## config.mk

```make
export PLATFORM = sky130hd
export DESIGN_NAME = watchdog_reset_timer
export DESIGN_NICKNAME = d
export VERILOG_FILES = /design/src/watchdog_pkg.sv /design/src/watchdog_tick_if.sv /design/src/watchdog_counter.sv /design/src/watchdog_reset_timer.sv
export VERILOG_INCLUDE_DIRS = /design/src
export SDC_FILE = /design/constraint.sdc
export NUM_CORES = 1
export LEC_CHECK = 0
export ABC_CLOCK_PERIOD_IN_PS = 6800
export BUFFER_PORTS_ARGS = -buffer_cell sky130_fd_sc_hd__buf_4
export CAP_MARGIN = 20
export CELL_PAD_IN_SITES_DETAIL_PLACEMENT = 0
export CELL_PAD_IN_SITES_GLOBAL_PLACEMENT = 1
export CORE_MARGIN = 2
export CORE_UTILIZATION = 45
export CTS_CLUSTER_DIAMETER = 120
export DETAILED_ROUTE_END_ITERATION = 6
export PLACE_DENSITY_LB_ADDON = 0.1
export RECOVER_POWER = 25
export SYNTH_ARGS = -nofsm -noshare
export SYNTH_HDL_FRONTEND = slang
export SYNTH_SLANG_ARGS = --single-unit
```

## constraint.sdc

```tcl
create_clock -name clk_sys_in -period 6.8 [get_ports clk_sys_in]
set_clock_uncertainty 0.05 [all_clocks]
set_input_delay 1.02 -clock clk_sys_in [delete_from_list [all_inputs] [get_ports clk_sys_in]]
set_output_delay 1.02 -clock clk_sys_in [all_outputs]
set_load 0.01 [all_outputs]
```

## src/watchdog_params.svh

```systemverilog
// Register map, field positions and timing constants of the watchdog
`ifndef WATCHDOG_PARAMS_SVH
`define WATCHDOG_PARAMS_SVH
`define WDG_ADDR_W           8
`define WDG_CONTROL_ADDR     8'hE1
`define WDG_STATUS_ADDR      8'hE2
`define WDG_MASK_ADDR        8'hE3
`define WDG_CAUSE_BIT        7
`define WDG_RUN_BIT          5
`define WDG_RESTART_BIT      4
`define WDG_SLEEP_BIT        3
`define WDG_PS_MSB           2
`define WDG_PS_LSB           0
`define WDG_CONTROL_WMASK    8'h3F
`define WDG_OSC_DIV          12
`define WDG_PRE_W            8
`define WDG_CNT_W            15
`define WDG_EV_OVF_BIT       0
`define WDG_EV_RESTART_BIT   1
`define WDG_EV_W             2
`endif

```

## src/watchdog_pkg.sv

```systemverilog
// Types shared by the watchdog modules
package watchdog_pkg;
    typedef logic [7:0] byte_t;
    typedef logic [2:0] prescale_sel_t;
    typedef enum logic [1:0]
    {
        ST_STOPPED = 2'b00,
        ST_RUNNING = 2'b01,
        ST_PAUSED  = 2'b11
    } run_state_t;
endpackage

```

## src/watchdog_tick_if.sv

```systemverilog
// Interface carrying the count controls and overflow between modules
`timescale 1ns/1ps
interface watchdog_tick_if;
    logic                         count_en;
    logic                         restart;
    watchdog_pkg::prescale_sel_t  prescale;
    logic                         overflow;
    modport ctrl (output count_en, output restart, output prescale,
                  input overflow);
    modport core (input count_en, input restart, input prescale,
                  output overflow);
endinterface

```

## src/watchdog_counter.sv

```systemverilog
// Divide-by-12 stage, 8-bit prescaler and 15-bit watchdog counter
`timescale 1ns/1ps
`include "watchdog_params.svh"
module watchdog_counter
#(
    parameter int OSC_DIV = `WDG_OSC_DIV,
    parameter int PRE_W   = `WDG_PRE_W,
    parameter int CNT_W   = `WDG_CNT_W
)
(
    input  wire logic      clk_sys_in,
    input  wire logic      reset_n_in,
    watchdog_tick_if.core  tick
);
    import watchdog_pkg::*;

    logic [3:0]       osc_q;
    logic [PRE_W-1:0] pre_q;
    logic [CNT_W-1:0] cnt_q;
    logic             osc_tick;
    logic             pre_tick;
    logic [PRE_W-1:0] pre_top;

    // Ratio 2^(sel+1) means the prescaler wraps at that value minus one
    function automatic logic [PRE_W-1:0] ratio_top(input prescale_sel_t s);
        logic [PRE_W:0] r;
        // Shift amount is widened so that code 7 does not wrap to zero
        r = {{PRE_W{1'b0}}, 1'b1} << ({1'b0, s} + 4'h1);
        return r[PRE_W-1:0] - {{(PRE_W-1){1'b0}}, 1'b1};
    endfunction

    assign osc_tick = tick.count_en && (osc_q == 4'(OSC_DIV - 1));
    assign pre_top  = ratio_top(tick.prescale);
    assign pre_tick = osc_tick && (pre_q >= pre_top);
    // Overflow is a single-cycle pulse on the counter's wrap
    assign tick.overflow = pre_tick && (&cnt_q);

    // System clock divided by 12, as the CPU machine cycle
    always_ff @(posedge clk_sys_in or negedge reset_n_in)
    begin
        if (!reset_n_in)
            osc_q <= 4'h0;
        else if (tick.restart)
            osc_q <= 4'h0;
        else if (osc_tick)
            osc_q <= 4'h0;
        else if (tick.count_en)
            osc_q <= osc_q + 4'h1;
    end

    // Prescaler; >= keeps it from running past a newly lowered top
    always_ff @(posedge clk_sys_in or negedge reset_n_in)
    begin
        if (!reset_n_in)
            pre_q <= '0;
        else if (tick.restart)
            pre_q <= '0;
        else if (pre_tick)
            pre_q <= '0;
        else if (osc_tick)
            pre_q <= pre_q + 1'b1;
    end

    // Main counter advanced by the prescaler output
    always_ff @(posedge clk_sys_in or negedge reset_n_in)
    begin
        if (!reset_n_in)
            cnt_q <= '0;
        else if (tick.restart)
            cnt_q <= '0;
        else if (pre_tick)
            cnt_q <= cnt_q + 1'b1;
    end
endmodule // watchdog_counter

```

## src/watchdog_reset_timer.sv

```systemverilog
// Watchdog control register, run control, reset request and interrupts
`timescale 1ns/1ps
`include "watchdog_params.svh"
module watchdog_reset_timer
(
    input  wire logic                            clk_sys_in,
    input  wire logic                            reset_n_in,
    input  wire logic                            power_on_n_in,
    input  wire logic                            cpu_idle_in,
    input  wire logic [`WDG_ADDR_W-1:0]          addr_in,
    input  wire watchdog_pkg::byte_t             wdata_in,
    input  wire logic                            wr_in,
    input  wire logic                            rd_in,
    output watchdog_pkg::byte_t                  rdata_out,
    output logic                                 chip_reset_req_out,
    output logic                                 irq_out
);
    import watchdog_pkg::*;

    watchdog_tick_if tick ();

    logic                   idle_s1_q;
    logic                   idle_s2_q;
    logic                   por_s1_q;
    logic                   por_s2_q;
    logic                   cause_q;
    logic                   run_q;
    logic                   sleep_run_q;
    logic                   restart_q;
    prescale_sel_t          ps_q;
    run_state_t             state_q;
    run_state_t             state_d;
    logic [`WDG_EV_W-1:0]   status_q;
    logic [`WDG_EV_W-1:0]   mask_q;
    logic [`WDG_EV_W-1:0]   events;
    byte_t                  rdata_q;
    byte_t                  ctrl_view;
    logic                   wr_ctrl;
    logic                   wr_status;
    logic                   wr_mask;
    logic                   wdg_fire;

    // True when a bus strobe targets the given register address
    function automatic logic hit(input logic                   strobe,
                                 input logic [`WDG_ADDR_W-1:0] a,
                                 input logic [`WDG_ADDR_W-1:0] target);
        return strobe && (a == target);
    endfunction

    assign wr_ctrl   = hit(wr_in, addr_in, `WDG_CONTROL_ADDR);
    assign wr_status = hit(wr_in, addr_in, `WDG_STATUS_ADDR);
    assign wr_mask   = hit(wr_in, addr_in, `WDG_MASK_ADDR);
    assign wdg_fire  = tick.overflow;

    // Idle and power-on are asynchronous to this clock: two stages each
    always_ff @(posedge clk_sys_in or negedge reset_n_in)
    begin
        if (!reset_n_in)
        begin
            idle_s1_q <= 1'b0;
            idle_s2_q <= 1'b0;
            por_s1_q  <= 1'b0;
            por_s2_q  <= 1'b0;
        end
        else
        begin
            idle_s1_q <= cpu_idle_in;
            idle_s2_q <= idle_s1_q;
            por_s1_q  <= ~power_on_n_in;
            por_s2_q  <= por_s1_q;
        end
    end

    // Cause flag survives the watchdog's own reset; power-on or reset_n_in clears it.
    // The chip reset line is assumed not to be driven by our own request,
    // otherwise the flag would be wiped together with the rest.
    always_ff @(posedge clk_sys_in or negedge reset_n_in)
    begin
        if (!reset_n_in)
            cause_q <= 1'b0;
        else if (wdg_fire)
            cause_q <= 1'b1;
        else if (por_s2_q)
            cause_q <= 1'b0;
    end

    // Control fields; an overflow returns them to zero like a chip reset
    always_ff @(posedge clk_sys_in or negedge reset_n_in)
    begin
        if (!reset_n_in)
        begin
            run_q       <= 1'b0;
            sleep_run_q <= 1'b0;
            ps_q        <= 3'h0;
        end
        else if (wdg_fire)
        begin
            run_q       <= 1'b0;
            sleep_run_q <= 1'b0;
            ps_q        <= 3'h0;
        end
        else if (wr_ctrl)
        begin
            run_q       <= wdata_in[`WDG_RUN_BIT];
            sleep_run_q <= wdata_in[`WDG_SLEEP_BIT];
            ps_q        <= wdata_in[`WDG_PS_MSB:`WDG_PS_LSB];
        end
    end

    // Restart bit is a one-cycle pulse that hardware drops by itself
    always_ff @(posedge clk_sys_in or negedge reset_n_in)
    begin
        if (!reset_n_in)
            restart_q <= 1'b0;
        else
            restart_q <= wr_ctrl && wdata_in[`WDG_RESTART_BIT];
    end

    // Run state: stopped, running, or paused while the CPU idles
    always_comb
    begin
        state_d = ST_STOPPED;
        if (run_q && !wdg_fire)
            state_d = (idle_s2_q && !sleep_run_q) ? ST_PAUSED
                                                  : ST_RUNNING;
    end

    always_ff @(posedge clk_sys_in or negedge reset_n_in)
    begin
        if (!reset_n_in)
            state_q <= ST_STOPPED;
        else
            state_q <= state_d;
    end

    // Counting only in the running state, so a stop can never overflow
    always_comb
    begin
        unique case (state_q)
            ST_RUNNING: tick.count_en = run_q;
            ST_PAUSED:  tick.count_en = 1'b0;
            ST_STOPPED: tick.count_en = 1'b0;
            default:    tick.count_en = 1'b0;
        endcase
    end

    // Counter zeroes on software restart and on its own overflow
    assign tick.restart  = restart_q || wdg_fire;
    assign tick.prescale = ps_q;

    watchdog_counter u_counter
    (
        .clk_sys_in (clk_sys_in),
        .reset_n_in (reset_n_in),
        .tick       (tick)
    );

    // Single-cycle request to the chip reset logic
    always_ff @(posedge clk_sys_in or negedge reset_n_in)
    begin
        if (!reset_n_in)
            chip_reset_req_out <= 1'b0;
        else
            chip_reset_req_out <= wdg_fire;
    end

    // Sticky events: set wins over a write-one clear in the same cycle
    assign events[`WDG_EV_OVF_BIT]     = wdg_fire;
    assign events[`WDG_EV_RESTART_BIT] = restart_q;

    always_ff @(posedge clk_sys_in or negedge reset_n_in)
    begin
        if (!reset_n_in)
            status_q <= '0;
        else if (wr_status)
            status_q <= (status_q & ~wdata_in[`WDG_EV_W-1:0]) | events;
        else
            status_q <= status_q | events;
    end

    always_ff @(posedge clk_sys_in or negedge reset_n_in)
    begin
        if (!reset_n_in)
            mask_q <= '0;
        else if (wr_mask)
            mask_q <= wdata_in[`WDG_EV_W-1:0];
    end

    assign irq_out = |(status_q & mask_q);

    // Control view: bit 6 unused reads zero, restart always reads zero
    always_comb
    begin
        ctrl_view = 8'h00;
        ctrl_view[`WDG_CAUSE_BIT] = cause_q;
        ctrl_view[`WDG_RUN_BIT]   = run_q;
        ctrl_view[`WDG_SLEEP_BIT] = sleep_run_q;
        ctrl_view[`WDG_PS_MSB:`WDG_PS_LSB] = ps_q;
    end

    // Read data registered, valid only in the cycle after the strobe
    always_ff @(posedge clk_sys_in or negedge reset_n_in)
    begin
        if (!reset_n_in)
            rdata_q <= 8'h00;
        else if (!rd_in)
            rdata_q <= 8'h00;
        else if (addr_in == `WDG_CONTROL_ADDR)
            rdata_q <= ctrl_view;
        else if (addr_in == `WDG_STATUS_ADDR)
            rdata_q <= {{(8-`WDG_EV_W){1'b0}}, status_q};
        else if (addr_in == `WDG_MASK_ADDR)
            rdata_q <= {{(8-`WDG_EV_W){1'b0}}, mask_q};
        else
            rdata_q <= 8'h00;
    end

    assign rdata_out = rdata_q;
endmodule // watchdog_reset_timer

```

== Yosys cells after proc, flatten, opt, wreduce, memory -nomap -nowiden ==
Cells that the tools add are included.

* Logic and storage cells: 78
* Output and inout port bits: 10
* Bits in registers: 53
* Input bits: 22

* $lt $le $gt $ge: 1
* Add/subtract/negate cells: 5
* Bitwise logic cells: 6
* Reductions and logical operators: 19
* Eq/ne operators: 5
* Shift operators: 1
* Mux-type cells: 24

{| class="wikitable"
|+ Operators with widths
! cell !! count
|-
| 8-bit 2-to-1 mux || 5
|-
| 15-bit 2-to-1 mux || 2
|-
| 8-bit == test (second input constant) || 3
|-
| 15-bit by 1-bit adder with 15-bit output (second input constant) || 1
|-
| 15-bit AND reduction || 1
|-
| 4-bit 2-to-1 mux || 3
|-
| 2-bit 2-to-1 mux || 5
|-
| 1-bit logical AND || 9
|-
| 8-bit by 1-bit adder with 8-bit output (second input constant) || 1
|-
| 8-bit >= comparator || 1
|-
| 1-bit by 4-bit left shift with 8-bit output (first input constant) || 1
|-
| 8-bit by 1-bit subtractor with 8-bit output (second input constant) || 1
|-
| 1-bit 2-to-1 mux || 7
|-
| 3-bit 2-to-1 mux || 2
|-
| 2-bit nonzero test || 3
|-
| 3-bit nonzero test || 2
|-
| 3-bit by 1-bit adder with 4-bit output (second input constant) || 1
|-
| 4-bit by 1-bit adder with 4-bit output (second input constant) || 1
|-
| 2-bit AND || 2
|-
| 4-bit == test (second input constant) || 1
|-
| 2-bit OR || 2
|-
| 2-bit by 1-bit == test with 1-bit output (second input constant) || 1
|-
| 1-bit logical NOT || 2
|-
| 2-bit inverter || 1
|-
| 3 further kinds || 3
|}

== Logic depth before layout (Yosys ltp) ==
* Word-level depth: 9
* Mapped depth: 14
* Mapped depth without buffers: 12

== Cells and area by module ==
A second synthesis with hierarchy kept.

* Cells, all modules: 285
* Area total of the unflattened synthesis: 2,870.3 µm²

{| class="wikitable"
|+ Modules (own cells, without submodules)
! module !! instances !! seq. area each (µm²) !! area each (µm²) !! cells each
|-
| watchdog_counter || 1 || 675.6 || 1,859.3 || 205
|-
| watchdog_reset_timer || 1 || 600.6 || 1,011.0 || 80
|}

== Worst setup path after synthesis ==
No wires, ideal clock.

* Kind: register to register
* From: reg ps_q[0]
* To: reg u_counter.cnt_q[6]
* Data required time: 6.625 ns
* Slack: 3.804 ns
* Buffers on the path: 2
* Arrival: 2.822 ns
* Setup time: 0.125 ns
* Period minus slack after synthesis: 2.996 ns
* Cell stages (with the launch flop): 15
* Path through: dfrtp_1 > clkbuf_1 > or3_1 > ha_1 > nor2_1 > a21oi_1 > nor2_1 > a31oi_1 > ha_1 > nand2_1 > o21a_1 > nand2b_1 > buf_2 > a211oi_2 > mux2_2

* Word-level cells in the longest chain between the ends: 8
* Elaborated cells between the ends (all ways): 9
* Classes of those cells: add/sub: 2; order compare: 1; shift: 1; mux: 1; reduce/logical: 4

{| class="wikitable"
|+ Ends and longest elaborated chain
! item !! RTL line !! source
|-
| start: declaration || watchdog_reset_timer.sv:30 || <nowiki>prescale_sel_t ps_q;</nowiki>
|-
| start signal: assignment || watchdog_reset_timer.sv:106 || <nowiki>ps_q <= wdata_in[`WDG_PS_MSB:`WDG_PS_LSB];</nowiki>
|-
| 3-bit by 1-bit adder with 4-bit output * || watchdog_counter.sv:28 || <nowiki>r = {{PRE_W{1'b0}}, 1'b1} << ({1'b0, s} + 4'h1);</nowiki>
|-
| 1-bit by 4-bit left shift with 8-bit output * || watchdog_counter.sv:28 ||
|-
| 8-bit by 1-bit subtractor with 8-bit output * || watchdog_counter.sv:29 || <nowiki>return r[PRE_W-1:0] - {{(PRE_W-1){1'b0}}, 1'b1};</nowiki>
|-
| 8-bit >= comparator * || watchdog_counter.sv:34 || <nowiki>assign pre_tick = osc_tick && (pre_q >= pre_top);</nowiki>
|-
| 1-bit logical AND * || watchdog_counter.sv:34 ||
|-
| 1-bit logical AND || watchdog_counter.sv:36 || <nowiki>assign tick.overflow = pre_tick && (&cnt_q);</nowiki>
|-
| 1-bit logical OR || watchdog_reset_timer.sv:148 || <nowiki>assign tick.restart = restart_q || wdg_fire;</nowiki>
|-
| 15-bit 2-to-1 mux / 2-bit nonzero test (equally long branches) || - ||
|-
| end signal: assignment || watchdog_counter.sv:72 || <nowiki>cnt_q <= cnt_q + 1'b1;</nowiki>
|-
| end: declaration || watchdog_counter.sv:19 || <nowiki>logic [CNT_W-1:0] cnt_q;</nowiki>
|}

Mark *: on every way between the ends. The rest lies on a longest branch, timed or not.
A chain may end at the register's enable or synchronous reset.

== Worst setup path in the final report ==
* From: reg ps_q[0]
* To: reg u_counter.cnt_q[3]

Same word-level chain as after synthesis.

==> impl_metrics.env <==
export IMPL_status="finished with violations"
export IMPL_violations="max-capacitance violations, max-slew violations"
export IMPL_synthesis_area_sq_um=2798
export IMPL_p_per_area_nw_per_um2=180.0
export IMPL_synthCells=289
export IMPL_cap_violations=1
export IMPL_rsz0062_at_grt="false"
export IMPL_r2r_setup_slack_ns=3.35
export IMPL_setup_tns_ns=0
export IMPL_arrival_ns=3.62
export IMPL_overflow=0
export IMPL_crit_type="reg -> reg"
export IMPL_yosysMostFrequentCell="dfrtp_1"
export IMPL_worstHoldStart="por_s1_q"
export IMPL_power_uw=564.1
export IMPL_postPlaceCellArea_sq_um=3055
export IMPL_cts_root_buf="clkbuf_8"
export IMPL_ys_flop_type="dfrtp_1"
export IMPL_critPathSlowestCell="dfrtp_1"
export IMPL_wirelength_microns=5646
export IMPL_ys_types=46
export IMPL_design_core_area_sq_um=5956
export IMPL_syn_avg_cell_area_sq_um=9.681
export IMPL_cts_resized_gates=0
export IMPL_period_needed_ns=3.450
export IMPL_end_kind="flop"
export IMPL_p_leak_uw=0.001466
export IMPL_post_drt_wl_per_cell_microns=14.48
export IMPL_setup_viol=0
export IMPL_ys_async_sr_fraction_pct=100.0
export IMPL_via_per_inst=5.497
export IMPL_clockBufferDepth=2
export IMPL_crit_reg2reg_launch="ps_q[0]"
export IMPL_vdd_drop_max_uv=89.33
export IMPL_yosysSeqAreaShare_pct=45.62
export IMPL_port_buffers=27
export IMPL_synth_edff_count=0
export IMPL_num_vias=2144
export IMPL_synth_area_leaders="dfrtp_1, ha_1, nor2_1, a21oi_1, mux2_2"
export IMPL_worstMarginPinSlew_ns=2.733
export IMPL_startpoint="ps_q[0]"
export IMPL_clk_pin_slew_ns=0.10
export IMPL_drc=0
export IMPL_startpoint_type="flop"
export IMPL_grt_max_degree=52
export IMPL_finalInstanceArea_sq_um=3134
export IMPL_antenna_found_initial=0
export IMPL_cts_tree="yes"
export IMPL_clock_sinks=51
export IMPL_finalNetCount=348
export IMPL_synth_seq_cells=51
export IMPL_start_util_pct=46.97
export IMPL_die_h_microns=82.85
export IMPL_track_usage_pct=17.75
export IMPL_hold_viol_final=0
export IMPL_hold_buffers=0
export IMPL_path_cells="or3_1 > ha_1 > a21oi_1 > nor2_1 > a31oi_1 > ha_1 > nand2_1 > o21a_1 > nand2b_1 > nand2_1 > a221oi_1"
export IMPL_dr_pass1_iters=4
export IMPL_synth_top_area_cell="dfrtp_1"
export IMPL_ys_warn_count=0
export IMPL_fin_hold_ws_ns=0.3115
export IMPL_yosys_top_cells_count="dfrtp_1, nor2_1, a21oi_1"
export IMPL_maxSlewViolCount=52
export IMPL_drive_above_1_share_pct=15.56
export IMPL_area_growth_pct=12.03
export IMPL_place_gp_congestion=0.7219
export IMPL_numCtsBuffers=5
export IMPL_ios=32
export IMPL_critPathMaxFanout=11
export IMPL_die_x_microns=82.85
export IMPL_antenna_left=0
export IMPL_antenna_cells=0
export IMPL_cp_slowest_stage_delay_ns=0.51
export IMPL_grt_pass1_wl_microns=10190
export IMPL_required_ns=6.97
export IMPL_htreeDepth=2
export IMPL_fp_dieArea_sq_um=6864
export IMPL_dp_hpwl_microns=3809
export IMPL_cts_setup_buffers=0
export IMPL_insertion_delay_ns=0.31
export IMPL_synthDominantCellAreaShare_pct=45.62
export IMPL_period_share_pct=50.73
export IMPL_fmax_mhz=289.9
export IMPL_drtIter0Drc=106
export IMPL_num_rows=28
export IMPL_min_path_type="reg -> reg"
export IMPL_grt_pass1_vias=2222
export IMPL_maxSlewHeadroom_pct=-82.19
## layout by cell type (no fill, tap or decap), types with 7 or more instances in the layout
master / instances
mux2_2: 8
dfrtp_1: 51
nand3_1: 9
nand2_1: 14
ha_1: 12
inv_1: 12
and3_1: 7
nor2b_1: 13
nor2_1: 35
o21ai_0: 12
nor3_1: 10
buf_4: 26
xor2_1: 7
a21oi_1: 21
## worst max-delay path, delay by kind of cell, from the launching register on
family | cells | cell delay [ns]
compound gates | 4 | 0.94
flops | 1 | 0.51
simple gates | 5 | 1.31
fa+ha+maj | 2 | 0.54
## kinds of logic (layout without fill, tap and decap cells)
kind of cell | Yosys count | count (layout) | synth area share [%]
multiplexers | 17 | 17 | 6.574
AND/OR/NAND/NOR | 114 | 114 | 21.65
flip-flops | 51 | 51 | 45.62
XOR/XNOR | 7 | 7 | 2.191
AO/OA/AOI/OAI | 61 | 61 | 14.53
buffers and inverters | 25 | 49 | 3.801
other | 2 | 4 | 0.2684
adder cells (fa/ha/maj) | 12 | 12 | 5.367
## stage by stage
stage | cells | setup slack, ns | util (%)
2_1_floorplan | 291 | 3.804 | -
3_3_place_gp | 382 | 3.369 | 51.30
3_5_place_dp | 382 | 3.322 | 51.30
4_1_cts | 390 | 3.330 | 52.90
5_1_grt | 390 | 2.975 | 52.63
6_report | 390 | 3.350 | 52.63
## worst paths after layout
kind | to | depth (start not counted)
max | u_counter.cnt_q[3] | 11
min | por_s2_q | 0
max reg2reg | u_counter.cnt_q[3] | 11
min reg2reg | por_s2_q | 0
max in group asynchronous | u_counter.pre_q[3] | 1
min in group asynchronous | u_counter.cnt_q[12] | 1
## final cells by class
type	instances	area (sq um)
clock buffers	5	68.82
clock inverters	3	26.28
fillers	574	2821
inverters	12	45.04
multi-input cells	215	1410
flip-flops and latches	51	1276
well taps	75	93.84
repair buffers	29	214.0
## where the power goes
group          internal [uW]  switching (uW)  leakage (uW)
registers                313            10.4      0.000629
clock network           75.9             111     0.0000491
logic                   25.4            28.9      0.000788
total                    414             150       0.00147
## registers in the layout, indices dropped and copies added (netlist names), 2 cells and up
name,flops
status_q,2
state_q,2
u_counter.osc_q,4
rdata_out,6
u_counter.cnt_q,15
u_counter.pre_q,8
ps_q,3
mask_q,2
## routing by layer
metal / part of all wire, % / vias up / wire length (microns) / track usage [%]
met5: 0 / - / 0 / 0
met4: 1.2 / 0 / 65 / 4.769
met3: 4.7 / 6 / 267 / 3.976
met2: 46 / 47 / 2618 / 29.69
met1: 48 / 1020 / 2695 / 23.28
li1: - / 1071 / - / -
No activity file was read; power rests on OpenSTA's default activity.
